### config.mk
export PLATFORM = sky130hd
export DESIGN_NAME = gppm_pin_mux
export DESIGN_NICKNAME = d
export VERILOG_FILES = /design/src/core/gppm_pin_cell.v /design/src/core/gppm_pin_mux.v
export VERILOG_INCLUDE_DIRS = /design/src /design/src/core
export SDC_FILE = /design/constraint.sdc
export NUM_CORES = 1
export LEC_CHECK = 0
export ABC_AREA = 1
export BUFFER_PORTS_ARGS = -buffer_cell sky130_fd_sc_hd__buf_4
export CAP_MARGIN = 15
export CORE_ASPECT_RATIO = 1.5
export CORE_MARGIN = 3
export CORE_UTILIZATION = 27
export DETAILED_ROUTE_END_ITERATION = 12
export PLACE_DENSITY = 0.47
export REMOVE_ABC_BUFFERS = 1
export SLEW_MARGIN = 10
export SYNTH_ARGS = -nofsm -noshare
export SYNTH_HDL_FRONTEND = slang
export SYNTH_HIERARCHICAL = 1
export SYNTH_SLANG_ARGS = --single-unit
### constraint.sdc
create_clock -name i_sys_clk -period 1.9 [get_ports i_sys_clk]
set_clock_uncertainty 0.2 [all_clocks]
set_input_delay 0.38 -clock i_sys_clk [delete_from_list [all_inputs] [get_ports i_sys_clk]]
set_output_delay 0.38 -clock i_sys_clk [all_outputs]
set_load 0.005 [all_outputs]
### src/core/gppm_consts.vh
// Constants for the general purpose page and pin function multiplexer.
`ifndef GPPM_CONSTS_VH
`define GPPM_CONSTS_VH

// Management register addresses (5-bit register number).
`define GPPM_ADDR_PAGE        5'h1f
`define GPPM_ADDR_PINSEL_A    5'h0d
`define GPPM_ADDR_PINSEL_B    5'h0e
`define GPPM_ADDR_GPIO_IN     5'h0f
`define GPPM_ADDR_GPIO_OUT    5'h10
`define GPPM_ADDR_GPIO_OE     5'h11

// Page select values written to the page register.
`define GPPM_PAGE_MAIN        16'h0000
`define GPPM_PAGE_GP          16'h0010

// Pin function field code that hands a pin to GPIO control.
`define GPPM_SEL_GPIO         2'h3

// Field positions in pin_function_select_a.
`define GPPM_A_FIBER_SIGNAL_DETECT_LSB     0
`define GPPM_A_SCL_LSB        8

// Field positions in pin_function_select_b.
`define GPPM_B_SDA_LSB        0
`define GPPM_B_FLF_LSB        2
`define GPPM_B_LOADSAVE_LSB   4
`define GPPM_B_PPS0_LSB       6
`define GPPM_B_PULSE_EN       8
`define GPPM_B_LED_TRI        9
`define GPPM_B_TWS_TRI        10
`define GPPM_B_LP_IN          11
`define GPPM_B_LP_OUT         12
`define GPPM_B_LP_OE_N        13
`define GPPM_B_SPI_LSB        14

// Bits of pin_function_select_b that a write never changes.
`define GPPM_B_RO_MASK        16'h0800

// Reset values.
`define GPPM_RST_PAGE         16'h0000
`define GPPM_RST_PINSEL_A     16'h0000
`define GPPM_RST_PINSEL_B     16'h2600
`define GPPM_RST_GPIO         14'h0000

// Pin counts and register widths.
`define GPPM_GPIO_PINS        14
`define GPPM_LED_PINS         4
`define GPPM_REG_W            16

`endif

### src/core/gppm_pin_cell.v
// One shared pin: input synchroniser and function/GPIO output multiplexer.
`timescale 1ns/100ps
`default_nettype none

module gppm_pin_cell (
	input  wire i_sys_clk,
	input  wire i_reset,
	input  wire i_pin_in,
	input  wire i_sel_gpio,
	input  wire i_func_out,
	input  wire i_func_oe,
	input  wire i_gpio_out,
	input  wire i_gpio_oe,
	output reg  o_pin_out,
	output reg  o_pin_oe,
	output reg  o_pin_level,
	output reg  o_func_in
);

	reg sync1_reg;

	// The pin level only becomes visible after two flops; the first is read by nothing else.
	always @(posedge i_sys_clk) begin
		if (i_reset) begin
			sync1_reg   <= 1'b0;
			o_pin_level <= 1'b0;
		end else begin
			sync1_reg   <= i_pin_in;
			o_pin_level <= sync1_reg;
		end
	end

	// A pin handed to GPIO feeds its dedicated function a steady zero, so that
	// function logic never sees GPIO traffic as real signalling.
	always @(posedge i_sys_clk) begin
		if (i_reset) begin
			o_pin_out <= 1'b0;
			o_pin_oe  <= 1'b0;
			o_func_in <= 1'b0;
		end else if (i_sel_gpio) begin
			o_pin_out <= i_gpio_out;
			o_pin_oe  <= i_gpio_oe;
			o_func_in <= 1'b0;
		end else begin
			o_pin_out <= i_func_out;
			o_pin_oe  <= i_func_oe;
			o_func_in <= o_pin_level;
		end
	end

endmodule

`default_nettype wire

### src/core/gppm_pin_mux.v
// General purpose register page and shared pin function multiplexer.
`timescale 1ns/100ps
`default_nettype none
`include "gppm_consts.vh"

module gppm_pin_mux (
	input  wire        i_sys_clk,
	input  wire        i_reset,
	input  wire        i_soft_reset,
	input  wire [1:0]  i_mgmt_port,
	input  wire [4:0]  i_mgmt_addr,
	input  wire        i_mgmt_wr,
	input  wire        i_mgmt_rd,
	input  wire [15:0] i_mgmt_wdata,
	output reg  [15:0] o_mgmt_rdata,
	output reg         o_gp_page_active,
	input  wire [13:0] i_gpio_pin_in,
	output wire [13:0] o_gpio_pin_out,
	output wire [13:0] o_gpio_pin_oe,
	output wire [3:0]  o_fiber_signal_detect,
	input  wire [3:0]  i_scl_out,
	output wire [3:0]  o_scl_in,
	input  wire        i_sda_out,
	input  wire        i_sda_oe,
	output wire        o_sda_in,
	input  wire        i_fast_link_failure,
	output wire        o_load_save_in,
	input  wire        i_pulse_per_second_0,
	input  wire        i_ts_spi_cs,
	input  wire        i_ts_spi_do,
	input  wire        i_low_power_hold_pin_in,
	output wire        o_low_power_hold_pin_out,
	output wire        o_low_power_hold_pin_oe,
	input  wire [3:0]  i_led_drive,
	input  wire [3:0]  i_led_gpio_mode,
	input  wire [3:0]  i_led_pin_in,
	output wire [3:0]  o_led_pin_out,
	output wire [3:0]  o_led_pin_oe,
	output wire [3:0]  o_led_pin_level,
	input  wire [2:0]  i_pulse_outputs_1_to_3,
	output reg  [2:0]  o_pulse_outputs_1_to_3,
	output reg         o_pulse_outputs_1_to_3_en,
	output reg         o_daisy_chain_input_allowed
);

	reg  [15:0] page_reg;
	reg  [15:0] pinsel_a_reg;
	reg  [15:0] pinsel_b_reg;
	reg  [13:0] gpio_out_reg;
	reg  [13:0] gpio_oe_reg;
	reg  [15:0] rdata_next;

	wire        gp_active;
	wire        gp_wr;
	wire [13:0] gpio_level;
	wire [13:0] sel_gpio;
	wire [13:0] func_out;
	wire [13:0] func_oe;
	wire [13:0] func_in;
	wire        lp_level;
	wire        tws_tri;
	wire        led_tri;
	wire        pulse_en;
	// Write strobes, one for each stored register on the general purpose page.
	wire        wr_pinsel_a;
	wire        wr_pinsel_b;
	wire        wr_gpio_out;
	wire        wr_gpio_oe;

	// The port number is ignored on purpose: every port reaches the same storage.
	assign gp_active = (page_reg == `GPPM_PAGE_GP);
	assign gp_wr     = i_mgmt_wr & gp_active & (i_mgmt_addr != `GPPM_ADDR_PAGE);

	// The page register is main-page state, so a soft reset returns it to the main page.
	always @(posedge i_sys_clk) begin
		if (i_reset || i_soft_reset) begin
			page_reg <= `GPPM_RST_PAGE;
		end else if (i_mgmt_wr && i_mgmt_addr == `GPPM_ADDR_PAGE) begin
			page_reg <= i_mgmt_wdata;
		end
	end

	// The flag trails the page register by one cycle, since every output comes from a flop.
	always @(posedge i_sys_clk) begin
		if (i_reset) begin
			o_gp_page_active <= 1'b0;
		end else begin
			o_gp_page_active <= gp_active;
		end
	end

	// Reserved addresses and the input register match none of these strobes,
	// so writes there are simply dropped.
	assign wr_pinsel_a = gp_wr & (i_mgmt_addr == `GPPM_ADDR_PINSEL_A);
	assign wr_pinsel_b = gp_wr & (i_mgmt_addr == `GPPM_ADDR_PINSEL_B);
	assign wr_gpio_out = gp_wr & (i_mgmt_addr == `GPPM_ADDR_GPIO_OUT);
	assign wr_gpio_oe  = gp_wr & (i_mgmt_addr == `GPPM_ADDR_GPIO_OE);

	// Page storage answers only the hardware reset; a soft reset must not disturb
	// pin functions that the board depends on.
	always @(posedge i_sys_clk) begin
		if (i_reset) begin
			pinsel_a_reg <= `GPPM_RST_PINSEL_A;
		end else if (wr_pinsel_a) begin
			pinsel_a_reg <= i_mgmt_wdata;
		end
	end

	// The pin level bit is never stored, so a stale written value cannot be
	// mistaken for the pin if the read path is ever changed.
	always @(posedge i_sys_clk) begin
		if (i_reset) begin
			pinsel_b_reg <= `GPPM_RST_PINSEL_B;
		end else if (wr_pinsel_b) begin
			pinsel_b_reg <= i_mgmt_wdata & ~`GPPM_B_RO_MASK;
		end
	end

	always @(posedge i_sys_clk) begin
		if (i_reset) begin
			gpio_out_reg <= `GPPM_RST_GPIO;
		end else if (wr_gpio_out) begin
			gpio_out_reg <= i_mgmt_wdata[13:0];
		end
	end

	always @(posedge i_sys_clk) begin
		if (i_reset) begin
			gpio_oe_reg <= `GPPM_RST_GPIO;
		end else if (wr_gpio_oe) begin
			gpio_oe_reg <= i_mgmt_wdata[13:0];
		end
	end

	// Read data: reserved and foreign addresses read zero, main page reads zero from here except the page register.
	always @* begin
		rdata_next = 16'h0000;
		if (i_mgmt_addr == `GPPM_ADDR_PAGE) begin
			rdata_next = page_reg;
		end else if (gp_active) begin
			case (i_mgmt_addr)
				`GPPM_ADDR_PINSEL_A: begin
					rdata_next = pinsel_a_reg;
				end
				`GPPM_ADDR_PINSEL_B: begin
					rdata_next = pinsel_b_reg;
					rdata_next[`GPPM_B_LP_IN] = lp_level;
				end
				`GPPM_ADDR_GPIO_IN: begin
					rdata_next = {2'b00, gpio_level};
				end
				`GPPM_ADDR_GPIO_OUT: begin
					rdata_next = {2'b00, gpio_out_reg};
				end
				`GPPM_ADDR_GPIO_OE: begin
					rdata_next = {2'b00, gpio_oe_reg};
				end
				default: begin
					rdata_next = 16'h0000;
				end
			endcase
		end
	end

	// Read data is held between reads, so a slow master may take it late.
	always @(posedge i_sys_clk) begin
		if (i_reset) begin
			o_mgmt_rdata <= 16'h0000;
		end else if (i_mgmt_rd) begin
			o_mgmt_rdata <= rdata_next;
		end
	end

	// Only code 11 hands a pin to GPIO; the reserved codes fall back to the
	// dedicated function, which is the less surprising of the undefined outcomes.
	genvar gi;
	generate
		for (gi = 0; gi < 4; gi = gi + 1) begin : g_sel_a
			assign sel_gpio[gi] =
				(pinsel_a_reg[`GPPM_A_FIBER_SIGNAL_DETECT_LSB+2*gi+1:`GPPM_A_FIBER_SIGNAL_DETECT_LSB+2*gi] ==
				`GPPM_SEL_GPIO);
			assign sel_gpio[gi+4] =
				(pinsel_a_reg[`GPPM_A_SCL_LSB+2*gi+1:`GPPM_A_SCL_LSB+2*gi] ==
				`GPPM_SEL_GPIO);
		end
	endgenerate

	// The remaining pin groups are selected from pin_function_select_b.
	assign sel_gpio[8]  = (pinsel_b_reg[`GPPM_B_SDA_LSB+1:`GPPM_B_SDA_LSB] ==
		`GPPM_SEL_GPIO);
	assign sel_gpio[9]  = (pinsel_b_reg[`GPPM_B_FLF_LSB+1:`GPPM_B_FLF_LSB] ==
		`GPPM_SEL_GPIO);
	assign sel_gpio[10] = (pinsel_b_reg[`GPPM_B_LOADSAVE_LSB+1:`GPPM_B_LOADSAVE_LSB] ==
		`GPPM_SEL_GPIO);
	assign sel_gpio[11] = (pinsel_b_reg[`GPPM_B_PPS0_LSB+1:`GPPM_B_PPS0_LSB] ==
		`GPPM_SEL_GPIO);
	assign sel_gpio[12] = (pinsel_b_reg[`GPPM_B_SPI_LSB+1:`GPPM_B_SPI_LSB] ==
		`GPPM_SEL_GPIO);
	assign sel_gpio[13] = sel_gpio[12];

	assign tws_tri = pinsel_b_reg[`GPPM_B_TWS_TRI];
	assign led_tri = pinsel_b_reg[`GPPM_B_LED_TRI];

	// Signal detect and load/save pins are inputs in their dedicated role.
	assign func_out[3:0] = 4'h0;
	assign func_oe[3:0]  = 4'h0;

	// With the release bit set a high is left to the external pull-up, which lets
	// the bus rise above this device's own supply.
	assign func_out[7:4] = i_scl_out;
	assign func_oe[7:4]  = tws_tri ? ~i_scl_out : 4'hf;
	assign func_out[8]   = i_sda_out;
	assign func_oe[8]    = i_sda_oe & (tws_tri ? ~i_sda_out : 1'b1);

	assign func_out[9]   = i_fast_link_failure;
	assign func_oe[9]    = 1'b1;
	assign func_out[10]  = 1'b0;
	assign func_oe[10]   = 1'b0;
	assign func_out[11]  = i_pulse_per_second_0;
	assign func_oe[11]   = 1'b1;
	assign func_out[12]  = i_ts_spi_cs;
	assign func_oe[12]   = 1'b1;
	assign func_out[13]  = i_ts_spi_do;
	assign func_oe[13]   = 1'b1;

	// Pins 0 to 3 carry fiber signal detect, pins 4 to 7 the serial clocks of PHY0 to PHY3.
	// Pin 8 is serial data, pin 9 fast link failure, pin 10 load/save and pin 11 the
	// pulse-per-second 0 output; pins 12 and 13 are the timestamp SPI pair.
	generate
		for (gi = 0; gi < `GPPM_GPIO_PINS; gi = gi + 1) begin : g_gpio
			gppm_pin_cell u_cell (
				.i_sys_clk   (i_sys_clk),
				.i_reset     (i_reset),
				.i_pin_in    (i_gpio_pin_in[gi]),
				.i_sel_gpio  (sel_gpio[gi]),
				.i_func_out  (func_out[gi]),
				.i_func_oe   (func_oe[gi]),
				.i_gpio_out  (gpio_out_reg[gi]),
				.i_gpio_oe   (gpio_oe_reg[gi]),
				.o_pin_out   (o_gpio_pin_out[gi]),
				.o_pin_oe    (o_gpio_pin_oe[gi]),
				.o_pin_level (gpio_level[gi]),
				.o_func_in   (func_in[gi])
			);
		end
	endgenerate

	assign o_fiber_signal_detect = func_in[3:0];
	assign o_scl_in              = func_in[7:4];
	assign o_sda_in              = func_in[8];
	assign o_load_save_in        = func_in[10];

	// The low-power pin is always under register control, so it uses the GPIO path.
	gppm_pin_cell u_low_power (
		.i_sys_clk   (i_sys_clk),
		.i_reset     (i_reset),
		.i_pin_in    (i_low_power_hold_pin_in),
		.i_sel_gpio  (1'b1),
		.i_func_out  (1'b0),
		.i_func_oe   (1'b0),
		.i_gpio_out  (pinsel_b_reg[`GPPM_B_LP_OUT]),
		.i_gpio_oe   (~pinsel_b_reg[`GPPM_B_LP_OE_N]),
		.o_pin_out   (o_low_power_hold_pin_out),
		.o_pin_oe    (o_low_power_hold_pin_oe),
		.o_pin_level (lp_level),
		.o_func_in   ()
	);

	// LED pins in GPIO mode have no output register of their own, so they act as inputs.
	generate
		for (gi = 0; gi < `GPPM_LED_PINS; gi = gi + 1) begin : g_led
			gppm_pin_cell u_led (
				.i_sys_clk   (i_sys_clk),
				.i_reset     (i_reset),
				.i_pin_in    (i_led_pin_in[gi]),
				.i_sel_gpio  (i_led_gpio_mode[gi]),
				.i_func_out  (i_led_drive[gi]),
				.i_func_oe   (led_tri ? ~i_led_drive[gi] : 1'b1),
				.i_gpio_out  (1'b0),
				.i_gpio_oe   (1'b0),
				.o_pin_out   (o_led_pin_out[gi]),
				.o_pin_oe    (o_led_pin_oe[gi]),
				.o_pin_level (o_led_pin_level[gi]),
				.o_func_in   ()
			);
		end
	endgenerate

	assign pulse_en = pinsel_b_reg[`GPPM_B_PULSE_EN];

	// Pulse outputs 1 to 3 share pins with the daisy-chain input, so the enable
	// also tells the daisy-chain logic whether its input may be used.
	always @(posedge i_sys_clk) begin
		if (i_reset) begin
			o_pulse_outputs_1_to_3_en   <= 1'b0;
			o_daisy_chain_input_allowed <= 1'b1;
		end else begin
			o_pulse_outputs_1_to_3_en   <= pulse_en;
			o_daisy_chain_input_allowed <= ~pulse_en;
		end
	end

	// A disabled pulse output rests low, so a daisy-chain partner sharing the
	// pins never sees stray edges from the timestamp logic.
	always @(posedge i_sys_clk) begin
		if (i_reset) begin
			o_pulse_outputs_1_to_3 <= 3'h0;
		end else if (pulse_en) begin
			o_pulse_outputs_1_to_3 <= i_pulse_outputs_1_to_3;
		end else begin
			o_pulse_outputs_1_to_3 <= 3'h0;
		end
	end

endmodule

`default_nettype wire

==> impl_summary.md <==
Die
The placeable core area is 0.0289 mm2. Pin placement for this block handled 142 I/O pins. The width of the die is 146 um.

The die covers 0.0317 mm2. The floorplan step set the die height to about 220 um. The initial cell density of the core is between 20% and 30%.

The floorplan row count is 76.

Synth
The Yosys step of the flow raised 6 warnings. The mapped netlist covers roughly 0.008 mm2. The gate count after technology mapping is between 1k and 1.5k. Each instance of the synthesized netlist takes up on average 6.76 um2.

Final layout
The finished layout holds 1819 standard cells, fillers aside. Summing all multi-input logic gate instances after layout gives about 0.0034 mm2. The repair_antennas step left the layout with diodes totalling 0. After filler insertion, the fill cell instance count of the layout stands at ~3.2k. The final design utilization is 38.1%. In the final layout, flip-flops and latches occupy between 0.003 and 0.004 mm2. The synthesis-to-layout area growth is 37.8%.

Cells with a size suffix above 1 make up 18.3% of the layout. For this run, the post-layout net count is 1484.

Critical path
The worst setup path is captured at a flop. The signal on the critical path passes through inv_2 > nor2_2 > nand2_1 > nor2_2 > buf_6 > nand4_4 > nor2_4 > buf_12 > nor2_1 > nor2_1. STA puts the critical path data arrival time at 2000 ps. In this design, the stage delay of the slowest critical-path cell is 340 ps. The family of cells with the greatest summed delay on the critical path is simple AND/OR/NAND/NOR gates. The slowest library cell on the worst path is sky130_fd_sc_hd__dfxtp_2. The start-to-end type of the worst setup path is flop to flop. The buffers plus inverters on the worst setup path is 3.

The kind of launch point of the worst setup path is a flop. Data on the critical path is required at its endpoint by 2090 ps. In this run the worst path has a maximum fanout of 8.

Placed design
Buffers placed on the I/O ports in this run total 139. Once placement completed, the tool counted placed cells totaling 1736. Timing analysis after detailed placement gives a worst setup slack of -128 ps. The wire-length estimate of the detail-placed layout is between 15 and 20 mm. The routability-driven placement congestion ratio is 0.805.

Pwr
The worst supply voltage drop on vdd is ~0.0007 V. The leakage component of the power is about 0.0052 uW. For this design the ratio of total power to cell area is 774 mW/mm2. The completed layout was analyzed and its total power is 8520 uW.

Flow run
The max capacitance violation total is 0.

STA
The setup-violating endpoint count in the final report is 0. For the final routed database, the setup TNS stands at 0 ps. The post-route fraction of the period consumed by the critical path is roughly 95%. The number of hold violations in the final report is 0. The count of final max-slew check failures was 0. Setup repair after global routing could not meet its margin everywhere. The post-layout minimum cycle time is 1810 ps.

The worst path meets setup with 85.9 ps of slack. For this run, the top clock speed supported by timing is 551 MHz.

Clock network
The number of buffers inserted during clock tree synthesis is 17. The root buffer cell is sky130_fd_sc_hd__clkbuf_16. The clock passes through at most 2 buffers. The clock drives ~180 sinks. TritonCTS built the clock tree. The later-pin clock latency in the skew report is 450 ps. The clock tree synthesis step divided the H-tree into 4 levels. The clock-pin slew on the worst setup and hold paths is 70 ps.

Worst hold path
The path type of the worst min-delay path is input port to flop.

Detailed routing
The detail route stage leaves a number of antenna-violating nets equal to 0. Wires add up to 25.2 mm. In the final routed layout, each cell accounts on average for between 10 and 15 um.

For this block, the initial DRC count from the detailed router was 427. After detailed routing, the number of remaining DRC violations is 0. The first detailed-routing pass ran for 5 iterations. The routed layout has around 7.8k vias. After detailed routing, the number of vias per cell comes to 4.26.

GRT
The pin count of the biggest net entering global routing is 44. For this run the aggregate overflow at the end of global routing stands at 0. The total track usage is 16.1%. The wire length of the first global-routing pass is roughly 40 mm. The initial antenna violation count is 0. The number of global-route vias before repair is 7401.

Status
The run finished with clean final reports.
[area by class of cell]
cell class,instances,share of cell area [%]
tap,390,4.43
clock inverter,13,1.52
inverter,195,6.67
sequential,183,33.3
clock buffer,19,4.03
multi-input combinational,772,30.9
timing repair buffer,247,19.2
[per-layer routing]
layer	vias to the layer above	track usage, %	part of all wire (%)
met1	3487	18.8	42
met4	0	5.90	2.1
met3	29	3.24	4.6
li1	4057	-	-
met5	-	0	0
met2	177	29.0	52
[layout by cell type (no fill, tap or decap), drive strengths merged]
cell	n
nor2	293
nand2	252
buf	198
inv	195
dfxtp	183
nand4	86
o21ai	49
dlygate4sd3	49
a21oi	32
conb	28
nand3	28
clkbuf	19
clkinv	8
bufinv	3
o21bai	2
clkinvlp	2
a21boi	1
nor3	1
[where the power goes]
group | leakage (uW) | total (uW) | switching [uW] | internal, uW
clock | 0.000295 | 3750 | 1630 | 2120
sequential | 0.00150 | 3980 | 38.2 | 3940
combinational | 0.00344 | 789 | 413 | 376
[timing repair]
action	4_1_cts	5_1_grt
endpoints found under the hold margin	46	0
resized for setup	0	10
endpoints found under the setup margin	0	52
setup buffers	0	2
hold buffers	49	0
[path summary, 6_finish.rpt]
path / startpoint / to / slack, ps / cells past startpoint
setup / recovery: page_reg[4] / gpio_oe_reg[0] / 90 / 10
setup reg to reg: page_reg[4] / gpio_oe_reg[0] / 90 / 10
hold / removal: i_reset / g_led[2].u_led/sync1_reg / 20 / 2
hold reg to reg: g_led[1].u_led/sync1_reg / g_led[1].u_led/o_pin_level / 200 / 2
[per-stage QoR]
step           hold slack, ps  cell area [um2]
5_1_grt                  29.8            11000
4_1_cts                  12.8            11000
2_1_floorplan             188             7770
3_5_place_dp              195             9860
3_3_place_gp              189             9860
6_report                 21.3            11000
Power figures use the tool's default switching activity.
